===== src/core/brc_consts.vh =====
`ifndef BRC_CONSTS_VH
`define BRC_CONSTS_VH

// ----------------------------------------
// Register offsets (byte addresses)
// ----------------------------------------
`define BRC_OFF_SYSCFG 8'h00
`define BRC_OFF_STATUS 8'h04
`define BRC_OFF_CMD 8'h08
`define BRC_OFF_INT_STAT 8'h0C
`define BRC_OFF_INT_CLR 8'h10
`define BRC_OFF_INT_EN 8'h14
`define BRC_OFF_PORTCFG 8'h18

// ----------------------------------------
// Field positions
// ----------------------------------------
`define BRC_SYSCFG_XPERIPH_ENABLE 2
`define BRC_SYSCFG_BIDIR 3
`define BRC_CMD_END_OF_INIT_INSTR 0
`define BRC_CMD_SWRST 1
`define BRC_ST_HW_LONG 0
`define BRC_ST_HW_SHORT 1
`define BRC_ST_SW 2
`define BRC_ST_WDT 3
`define BRC_ST_END_OF_INIT_INSTR_DONE 4
`define BRC_ST_BIDIR_SEQ 5
`define BRC_ST_IN_RESET 6
`define BRC_IRQ_SEQ_DONE 0
`define BRC_IRQ_END_OF_INIT_INSTR 1
`define BRC_IRQ_BOOT 2
`define BRC_PORT_BOOT_BIT 4

// ----------------------------------------
// Reset values
// ----------------------------------------
`define BRC_SYSCFG_RST 32'h0000_0000
`define BRC_IRQ_EN_RST 3'h0

// ----------------------------------------
// Timing
// ----------------------------------------
`define BRC_CLK_MHZ 200
`define BRC_SEQ_NS 5120
`define BRC_HW_LONG_NS 1000
`define BRC_SEQ_CYC ((`BRC_SEQ_NS * `BRC_CLK_MHZ + 999) / 1000)
`define BRC_HW_LONG_CYC ((`BRC_HW_LONG_NS * `BRC_CLK_MHZ + 999) / 1000)
`define BRC_BLANK_CYC 4

`endif


===== src/core/brc_reset_ctrl.v =====
// Summary of operation
// - Bidirectional reset enable is locked after end of init; every reset clears it.
// - In bidirectional mode the reset flags always report a long hardware reset.
// - In bidirectional mode any reset samples the port configuration; low boot bit starts loader.
// - In bidirectional mode a short hardware reset is stretched to the full sequence.
// - One extension enable bit, config bit 2, enables extension RAM and CAN together.
// - A disabled extension module decodes no addresses and claims no pins.
// - In bidirectional mode the reset pin is pulled low for the whole sequence.
// - Reset indication output is low during any reset until end of init.
`timescale 1ns/1ps
`default_nettype none
`include "brc_consts.vh"

module brc_reset_ctrl #(
  parameter SEQ_CYC = `BRC_SEQ_CYC,
  parameter HW_LONG_CYC = `BRC_HW_LONG_CYC,
  parameter PORT_W = 16
) (
  input wire ref_clk,
  input wire arst_n,
  input wire psel,
  input wire penable,
  input wire pwrite,
  input wire [7:0] paddr,
  input wire [31:0] pwdata,
  output reg [31:0] prdata,
  output reg pready,
  output reg pslverr,
  input wire resetPinIn,
  output reg resetPinOut,
  output reg resetPinOe,
  input wire watchdogReset,
  input wire [PORT_W-1:0] lowAddrDataPortIn,
  output reg resetIndicationN,
  output reg sysResetN,
  output reg [PORT_W-1:0] portConfig,
  output reg bootstrapStart,
  output reg xramDecodeEn,
  output reg canDecodeEn,
  output reg canPinClaim,
  output reg irq
);
  // ----------------------------------------
  // States and sizes
  // ----------------------------------------
  localparam [3:0] ST_RUN = 4'b0001;
  localparam [3:0] ST_PINLOW = 4'b0010;
  localparam [3:0] ST_SEQ = 4'b0100;
  localparam [3:0] ST_BLANK = 4'b1000;
  localparam CW = 16;
  localparam [CW-1:0] SEQ_LAST = SEQ_CYC - 1;
  localparam [CW-1:0] LONG_MIN = HW_LONG_CYC;
  localparam [CW-1:0] BLANK_LAST = `BRC_BLANK_CYC - 1;
  localparam [31:0] SYSCFG_RST = `BRC_SYSCFG_RST;

  // ----------------------------------------
  // Pin synchronisers
  // ----------------------------------------
  wire pinLevel;
  wire [PORT_W-1:0] portLevel;

  brc_sync #(.WIDTH(1), .INIT(1'b1)) uPinSync (
    .ref_clk(ref_clk),
    .arst_n(arst_n),
    .din(resetPinIn),
    .dout(pinLevel)
  );

  brc_sync #(.WIDTH(PORT_W), .INIT({PORT_W{1'b1}})) uPortSync (
    .ref_clk(ref_clk),
    .arst_n(arst_n),
    .din(lowAddrDataPortIn),
    .dout(portLevel)
  );

  // ----------------------------------------
  // State
  // ----------------------------------------
  reg [3:0] state_r;
  reg [CW-1:0] cnt_r;
  reg seqBidir_r;
  reg seqSample_r;
  reg xperiph_enable_r;
  reg bidir_r;
  reg einitDone_r;
  reg flagHwLong_r;
  reg flagHwShort_r;
  reg flagSw_r;
  reg flagWdt_r;
  reg [2:0] intStat_r;
  reg [2:0] intEn_r;
  reg swReq_r;
  reg wdtSeen_r;

  // ----------------------------------------
  // APB decode
  // ----------------------------------------
  wire apbAcc = psel & penable & pready;
  wire apbWr = apbAcc & pwrite;
  wire selSyscfg = (paddr == `BRC_OFF_SYSCFG);
  wire selStatus = (paddr == `BRC_OFF_STATUS);
  wire selCmd = (paddr == `BRC_OFF_CMD);
  wire selIntStat = (paddr == `BRC_OFF_INT_STAT);
  wire selIntClr = (paddr == `BRC_OFF_INT_CLR);
  wire selIntEn = (paddr == `BRC_OFF_INT_EN);
  wire selPort = (paddr == `BRC_OFF_PORTCFG);
  wire mapped = selSyscfg | selStatus | selCmd | selIntStat | selIntClr | selIntEn | selPort;
  wire inRun = state_r[0];
  wire einitCmd = apbWr & selCmd & pwdata[`BRC_CMD_END_OF_INIT_INSTR] & inRun;
  wire swCmd = apbWr & selCmd & pwdata[`BRC_CMD_SWRST] & inRun;
  wire cfgWr = apbWr & selSyscfg & inRun & ~einitDone_r;

  // ----------------------------------------
  // Reset sequencer
  // ----------------------------------------
  wire startReset = inRun & (~pinLevel | swReq_r | wdtSeen_r);
  wire seqEnd = state_r[2] & (cnt_r == SEQ_LAST);
  wire shortEnd = state_r[1] & pinLevel & (cnt_r < LONG_MIN);
  reg [3:0] state_nxt;

  always @* begin
    case (state_r)
      ST_RUN: begin
        if (!startReset) begin
          state_nxt = ST_RUN;
        end else if (!pinLevel && !bidir_r) begin
          state_nxt = ST_PINLOW;
        end else begin
          state_nxt = ST_SEQ;
        end
      end
      ST_PINLOW: begin
        if (!pinLevel) begin
          state_nxt = ST_PINLOW;
        end else if (cnt_r < LONG_MIN) begin
          state_nxt = ST_BLANK;
        end else begin
          state_nxt = ST_SEQ;
        end
      end
      ST_SEQ: begin
        state_nxt = seqEnd ? ST_BLANK : ST_SEQ;
      end
      ST_BLANK: begin
        state_nxt = (cnt_r == BLANK_LAST) ? ST_RUN : ST_BLANK;
      end
      default: begin
        state_nxt = ST_RUN;
      end
    endcase
  end

  always @(posedge ref_clk or negedge arst_n) begin
    if (!arst_n) begin
      state_r <= ST_SEQ;
      cnt_r <= {CW{1'b0}};
      seqBidir_r <= 1'b0;
      seqSample_r <= 1'b1;
      swReq_r <= 1'b0;
      wdtSeen_r <= 1'b0;
    end else begin
      state_r <= state_nxt;
      if (state_nxt != state_r) begin
        cnt_r <= {CW{1'b0}};
      end else if (cnt_r != {CW{1'b1}}) begin
        cnt_r <= cnt_r + 1'b1;
      end
      swReq_r <= swCmd;
      wdtSeen_r <= watchdogReset & inRun;
      if (startReset) begin
        seqBidir_r <= bidir_r;
        seqSample_r <= bidir_r | ~pinLevel;
      end
    end
  end

  // ----------------------------------------
  // Config and reset flags
  // ----------------------------------------
  always @(posedge ref_clk or negedge arst_n) begin
    if (!arst_n) begin
      xperiph_enable_r <= SYSCFG_RST[`BRC_SYSCFG_XPERIPH_ENABLE];
      bidir_r <= 1'b0;
      einitDone_r <= 1'b0;
      flagHwLong_r <= 1'b1;
      flagHwShort_r <= 1'b0;
      flagSw_r <= 1'b0;
      flagWdt_r <= 1'b0;
    end else if (startReset) begin
      xperiph_enable_r <= 1'b0;
      bidir_r <= 1'b0;
      einitDone_r <= 1'b0;
      flagHwLong_r <= bidir_r | ~pinLevel;
      flagHwShort_r <= 1'b0;
      flagSw_r <= ~bidir_r & pinLevel & swReq_r;
      flagWdt_r <= ~bidir_r & pinLevel & ~swReq_r;
    end else begin
      if (shortEnd) begin
        flagHwLong_r <= 1'b0;
        flagHwShort_r <= 1'b1;
      end
      if (cfgWr) begin
        xperiph_enable_r <= pwdata[`BRC_SYSCFG_XPERIPH_ENABLE];
        bidir_r <= pwdata[`BRC_SYSCFG_BIDIR];
      end
      if (einitCmd) begin
        einitDone_r <= 1'b1;
      end
    end
  end

  // ----------------------------------------
  // Interrupt status
  // ----------------------------------------
  wire [2:0] intEvt;
  assign intEvt[`BRC_IRQ_SEQ_DONE] = seqEnd | shortEnd;
  assign intEvt[`BRC_IRQ_END_OF_INIT_INSTR] = einitCmd;
  assign intEvt[`BRC_IRQ_BOOT] = seqEnd & seqSample_r & ~portLevel[`BRC_PORT_BOOT_BIT];
  wire [2:0] intClr = (apbWr & selIntClr) ? pwdata[2:0] : 3'h0;

  always @(posedge ref_clk or negedge arst_n) begin
    if (!arst_n) begin
      intStat_r <= 3'h0;
      intEn_r <= `BRC_IRQ_EN_RST;
      irq <= 1'b0;
    end else begin
      // Set wins over clear
      intStat_r <= (intStat_r & ~intClr) | intEvt;
      if (apbWr && selIntEn) begin
        intEn_r <= pwdata[2:0];
      end
      irq <= |(((intStat_r & ~intClr) | intEvt) & intEn_r);
    end
  end

  // ----------------------------------------
  // Pin and system outputs
  // ----------------------------------------
  always @(posedge ref_clk or negedge arst_n) begin
    if (!arst_n) begin
      resetPinOut <= 1'b0;
      resetPinOe <= 1'b0;
      resetIndicationN <= 1'b0;
      sysResetN <= 1'b0;
      portConfig <= {PORT_W{1'b1}};
      bootstrapStart <= 1'b0;
      xramDecodeEn <= 1'b0;
      canDecodeEn <= 1'b0;
      canPinClaim <= 1'b0;
    end else begin
      resetPinOut <= 1'b0;
      resetPinOe <= (state_nxt == ST_SEQ) & (startReset ? bidir_r : seqBidir_r);
      if (state_nxt != ST_RUN && state_nxt != ST_BLANK) begin
        resetIndicationN <= 1'b0;
      end else if (einitCmd) begin
        resetIndicationN <= 1'b1;
      end
      sysResetN <= (state_nxt == ST_RUN) | (state_nxt == ST_BLANK);
      if (seqEnd && seqSample_r) begin
        portConfig <= portLevel;
        bootstrapStart <= ~portLevel[`BRC_PORT_BOOT_BIT];
      end else if (startReset) begin
        bootstrapStart <= 1'b0;
      end
      // Drop at the reset edge itself, not one cycle later
      xramDecodeEn <= xperiph_enable_r & (state_nxt == ST_RUN);
      canDecodeEn <= xperiph_enable_r & (state_nxt == ST_RUN);
      canPinClaim <= xperiph_enable_r & (state_nxt == ST_RUN);
    end
  end

  // ----------------------------------------
  // APB slave
  // ----------------------------------------
  reg [31:0] rdata;

  always @* begin
    rdata = 32'h0000_0000;
    if (selSyscfg) begin
      rdata[`BRC_SYSCFG_XPERIPH_ENABLE] = xperiph_enable_r;
      rdata[`BRC_SYSCFG_BIDIR] = bidir_r;
    end else if (selStatus) begin
      rdata[`BRC_ST_HW_LONG] = flagHwLong_r;
      rdata[`BRC_ST_HW_SHORT] = flagHwShort_r;
      rdata[`BRC_ST_SW] = flagSw_r;
      rdata[`BRC_ST_WDT] = flagWdt_r;
      rdata[`BRC_ST_END_OF_INIT_INSTR_DONE] = einitDone_r;
      rdata[`BRC_ST_BIDIR_SEQ] = seqBidir_r;
      rdata[`BRC_ST_IN_RESET] = ~inRun;
    end else if (selIntStat) begin
      rdata[2:0] = intStat_r;
    end else if (selIntEn) begin
      rdata[2:0] = intEn_r;
    end else if (selPort) begin
      rdata[PORT_W-1:0] = portConfig;
      rdata[PORT_W] = bootstrapStart;
    end
  end

  always @(posedge ref_clk or negedge arst_n) begin
    if (!arst_n) begin
      pready <= 1'b0;
      pslverr <= 1'b0;
      prdata <= 32'h0000_0000;
    end else begin
      pready <= psel & penable & ~pready;
      pslverr <= psel & penable & ~pready & ~mapped;
      if (psel && penable && !pready && !pwrite) begin
        prdata <= rdata;
      end
    end
  end
endmodule

`default_nettype wire


===== src/core/brc_sync.v =====
`timescale 1ns/1ps
`default_nettype none

// ----------------------------------------
// Three-stage pin synchroniser
// ----------------------------------------
module brc_sync #(
  parameter WIDTH = 1,
  parameter [WIDTH-1:0] INIT = {WIDTH{1'b0}}
) (
  input wire ref_clk,
  input wire arst_n,
  input wire [WIDTH-1:0] din,
  output reg [WIDTH-1:0] dout
);
  reg [WIDTH-1:0] s1_r;
  reg [WIDTH-1:0] s2_r;
  reg [WIDTH-1:0] s3_r;
  integer i;

  always @(posedge ref_clk or negedge arst_n) begin
    if (!arst_n) begin
      s1_r <= INIT;
      s2_r <= INIT;
      s3_r <= INIT;
      dout <= INIT;
    end else begin
      s1_r <= din;
      s2_r <= s1_r;
      s3_r <= s2_r;
      // Bit changes only once stages two and three agree
      for (i = 0; i < WIDTH; i = i + 1) begin
        if (s2_r[i] == s3_r[i]) begin
          dout[i] <= s3_r[i];
        end
      end
    end
  end
endmodule

`default_nettype wire


===== config.mk =====
export PLATFORM = sky130hd
export DESIGN_NAME = brc_reset_ctrl
export DESIGN_NICKNAME = d
export VERILOG_FILES = /design/src/core/brc_reset_ctrl.v /design/src/core/brc_sync.v
export VERILOG_INCLUDE_DIRS = /design/src /design/src/core
export SDC_FILE = /design/constraint.sdc
export NUM_CORES = 1
export LEC_CHECK = 0
export ABC_CLOCK_PERIOD_IN_PS = 2080
export BUFFER_PORTS_ARGS = -buffer_cell sky130_fd_sc_hd__buf_2
export CAP_MARGIN = 5
export CORE_MARGIN = 3
export CORE_UTILIZATION = 49
export DETAILED_ROUTE_END_ITERATION = 8
export PLACE_DENSITY = 0.74
export SYNTH_ARGS = -nofsm -noshare
export SYNTH_HDL_FRONTEND = slang
export SYNTH_SLANG_ARGS = --single-unit

===== constraint.sdc =====
create_clock -name ref_clk -period 2.08 [get_ports ref_clk]
set_clock_uncertainty 0.05 [all_clocks]
set_input_delay 0 -clock ref_clk [delete_from_list [all_inputs] [get_ports ref_clk]]
set_output_delay 0 -clock ref_clk [all_outputs]
set_load 0.05 [all_outputs]

==> results.sh <==
export IMPL_grt_pass1_vias=4010
export IMPL_drive_gt1_share_pct=45.84
export IMPL_synth_flop_cell="dfstp_2"
export IMPL_leakagePower_nw=3.361
export IMPL_die_area_um2=13000
export IMPL_die_y_um=114.0
export IMPL_start_util_pct=51.38
export IMPL_utilization_pct=68.04
export IMPL_htreeDepth=4
export IMPL_drt_wirelength_per_cell_um=16.77
export IMPL_fmax_ghz=0.4352
export IMPL_timing_hold_ws_ns=0.05920
export IMPL_violations="setup timing"
export IMPL_grt_pass1_wl_um=19990
export IMPL_rsz0062_at_grt="true"
export IMPL_switching_share_pct=26.54
export IMPL_area_growth_pct=32.41
export IMPL_total_power_w=0.007346
export IMPL_min_period_ns=2.298
export IMPL_wl_um=12630
export IMPL_ios=122
export IMPL_clk_pin_slew_worst_paths_ns=0.06
export IMPL_cpMostUsedCell="or4_4"
export IMPL_worstMarginPinSlew_ns=0.6459
export IMPL_switchingPower_w=0.001950
export IMPL_synth_seq_area_share_pct=65.81
export IMPL_synth_avg_cell_area_um2=12.90
export IMPL_met2_usage_pct=31.89
export IMPL_finish_net_count=664
export IMPL_met3_usage_pct=4.403
export IMPL_crit_slowest_cell="or4_4"
export IMPL_core_um2=11130
export IMPL_p_int_w=0.005396
export IMPL_synth_compound_area_share_pct=8.798
export IMPL_clk_path_buf_depth=2
export IMPL_overflow=0
export IMPL_cts_sinks=146
export IMPL_drc=0
export IMPL_synth_simple_gate_area_share_pct=12.34
export IMPL_worstPathArrival_ns=2.54
export IMPL_die_w_um=114.0
export IMPL_synthArstFlopShare_pct=100.0
export IMPL_gp_congestion=0.9017
export IMPL_synthAdderAreaFrac_pct=3.195
export IMPL_post_dp_hpwl_um=8366
export IMPL_synth_cell_area_um2=5717
export IMPL_busiest_layer="met2"
export IMPL_drtIter0Drc=296
export IMPL_synthDistinctLibCells=55
export IMPL_cts_tree="done"
export IMPL_diodes=0
export IMPL_clock_latency_ns=0.41
export IMPL_cp_end_kind="register"
export IMPL_cp_max_fo=8
export IMPL_fin_ws_ns=-0.2175
export IMPL_required_ns=2.32
export IMPL_synth_top_family_by_area="simple AND/OR/NAND/NOR gates"
export IMPL_synthMuxAreaShare_pct=4.246
export IMPL_grt_start_max_net_pins=58
export IMPL_first_pass_iters=4
export IMPL_ys_ff_latch=146
export IMPL_maxSlewViolCount=0
export IMPL_synth_edf_count=0
export IMPL_worstPathCellList="or4_4 -> or4_4 -> o22a_1 -> o211ai_4 -> clkbuf_16 -> nor2_1"
export IMPL_vias=4021
export IMPL_crit_family="simple AND/OR/NAND/NOR gates"
export IMPL_place_ws_ns=-0.1531
export IMPL_yosysWarningCount=0
export IMPL_critPathLaunchType="register"
export IMPL_power_per_cell_area_nw_per_um2=970.5
export IMPL_num_rows=38
export IMPL_ant_nets=0
export IMPL_drv_cap=0
export IMPL_synthXorXnorAreaFrac_pct=1.532
export IMPL_numCtsBuffers=17
export IMPL_path_buf_inv=1
export IMPL_status="finished, violations left"
export IMPL_io_buffer_count=77
export IMPL_cts_root_buf="clkbuf_16"
export IMPL_hold_violations=0
export IMPL_slowest_delay_ns=0.57
export IMPL_setup_viol=33
export IMPL_vias_per_cell=5.340
export IMPL_grtUsageMet1_pct=26.01
export IMPL_slew_headroom_pct=56.94
export IMPL_power_frac_clock_pct=39.1
export IMPL_min_path_type="in -> reg"
export IMPL_syn_inst=443
export IMPL_peakVddDrop_mv=0.5648
export IMPL_grtUsageTotal_pct=19.83
export IMPL_finalCritPeriodShare_pct=110.5
export IMPL_power_frac_seq_pct=43.6
export IMPL_combPwrFrac_pct=17.3
export IMPL_crit_type="reg -> reg"
export IMPL_antenna_found_initial=0
[state kept, by name, summed over array words and instances (netlist names), 3 cells and up]
signal,count
prdata,17
cnt_r,16
portConfig,16
uPortSync.dout,16
uPortSync.s1_r,16
uPortSync.s2_r,16
uPortSync.s3_r,16
state_r,4
intEn_r,3
intStat_r,3
[per-layer routing]
metal	routed length [um]	vias to the layer above	part of all wire (%)
li1	-	1871	-
met1	5339	1955	42
met2	6167	174	49
met3	857	21	6.8
met4	262	0	2.1
met5	0	-	0
[through the flow]
stage | std cells | setup TNS (ns) | instance area (um2)
6_report | 753 | -5.447 | 7570
3_5_place_dp | 682 | -3.254 | 6485
3_3_place_gp | 682 | -1.680 | 6485
2_1_floorplan | 458 | -2.535 | 5798
5_1_grt | 753 | -6.900 | 7570
4_1_cts | 748 | -2.739 | 7412
[layout make-up]
type | count | area, um2
clock inverter | 11 | 102.6
inverter | 8 | 30.03
sequential | 146 | 3762
fill | 779 | 3556
timing repair buffer | 154 | 1149
tap | 140 | 175.2
multi-input combinational | 273 | 1881
clock buffer | 21 | 470.5
[logic make-up (layout without fill, tap and decap cells)]
group	Yosys count	count (layout)
buffers and inverters	39	194
flip-flops	146	146
adder cells (fa/ha/maj)	18	18
XOR/XNOR	10	10
AO/OA/AOI/OAI	69	69
AND/OR/NAND/NOR	138	138
other	1	16
multiplexers	22	22
[layout by cell type (no fill, tap or decap), drive strengths merged, types with 5 or more instances in the layout]
| master | instances |
|---|---|
| nand3 | 17 |
| nor4 | 6 |
| clkbuf | 24 |
| nor3 | 6 |
| nand2 | 34 |
| dfstp | 87 |
| and2 | 5 |
| a21oi | 9 |
| dlygate4sd3 | 34 |
| inv | 10 |
| dfrtp | 59 |
| clkinv | 8 |
| xnor2 | 8 |
| conb | 16 |
| mux2 | 18 |
| o21ai | 13 |
| and3 | 7 |
| buf | 117 |
| nand4 | 6 |
| nor2 | 32 |
| maj3 | 17 |
| a22o | 12 |
[final timing paths]
path,start,to,slack [ns],cells after the start
max in group asynchronous,arst_n,state_r[2]$_DFF_PN1_,1.24,3
worst max register to register,cnt_r[13]$_DFFE_PN0P_,cnt_r[14]$_DFFE_PN0P_,-0.22,6
worst min register to register,uPortSync.s1_r[10]$_DFF_PN1_,uPortSync.s2_r[10]$_DFF_PN1_,0.30,0
worst min-delay path,paddr[2],prdata[1]$_DFFE_PN0P_,0.06,3
min in group asynchronous,arst_n,uPortSync.s1_r[15]$_DFF_PN1_,0.30,2
worst max-delay path,cnt_r[13]$_DFFE_PN0P_,cnt_r[14]$_DFFE_PN0P_,-0.22,6
[cells in the mapped netlist (all sizes together), types with 3 or more instances]
cell	n	area share [%]
nand2b	3	0.33
a22o	12	1.8
nand2	34	2.2
a211oi	3	0.39
dfstp	87	40
and3	7	0.77
or4	4	0.66
inv	8	0.53
o21a	3	0.39
clkbuf	10	0.66
a32oi	3	0.46
nand3b	3	0.39
maj3	17	3.0
o21ai	13	1.1
buf	21	2.8
and2	5	0.55
nor3	6	0.53
a22oi	3	0.39
nand3	17	1.5
mux2	18	3.5
o211ai	3	0.48
nor2	32	2.1
mux2i	4	0.70
dfrtp	59	26
xnor2	8	1.2
or2	3	0.33
a21oi	9	0.79
nor4	6	0.66
nand4	6	0.66
a2111oi	3	0.46
[worst register-to-register path, cell delays in order, from the launching register on]
cell and delay [ns]:
dfrtp_1 0.37, or4_4 0.57, or4_4 0.56, o22a_1 0.26, o211ai_4 0.12, clkbuf_16 0.21, nor2_1 0.05
[what timing repair did]
item	CTS	global route
pin swaps	0	4
endpoints found under the setup margin	34	46
setup buffers	0	1
hold buffers	34	0
resized for setup	3	15
hold endpoints to repair	131	0
gates cloned	0	4
[power by group through the flow]
stage	Sequential, W	Clock, W	Combinational [W]
floorplan	0.00329	0	0.000609
global placement	0.00324	0	0.00101
detailed placement	0.00324	0	0.00103
CTS	0.00320	0.00293	0.00109
global route	0.00323	0.00307	0.00138
finish	0.00320	0.00287	0.00127
Note: power is estimated with default switching activity, not from simulation.
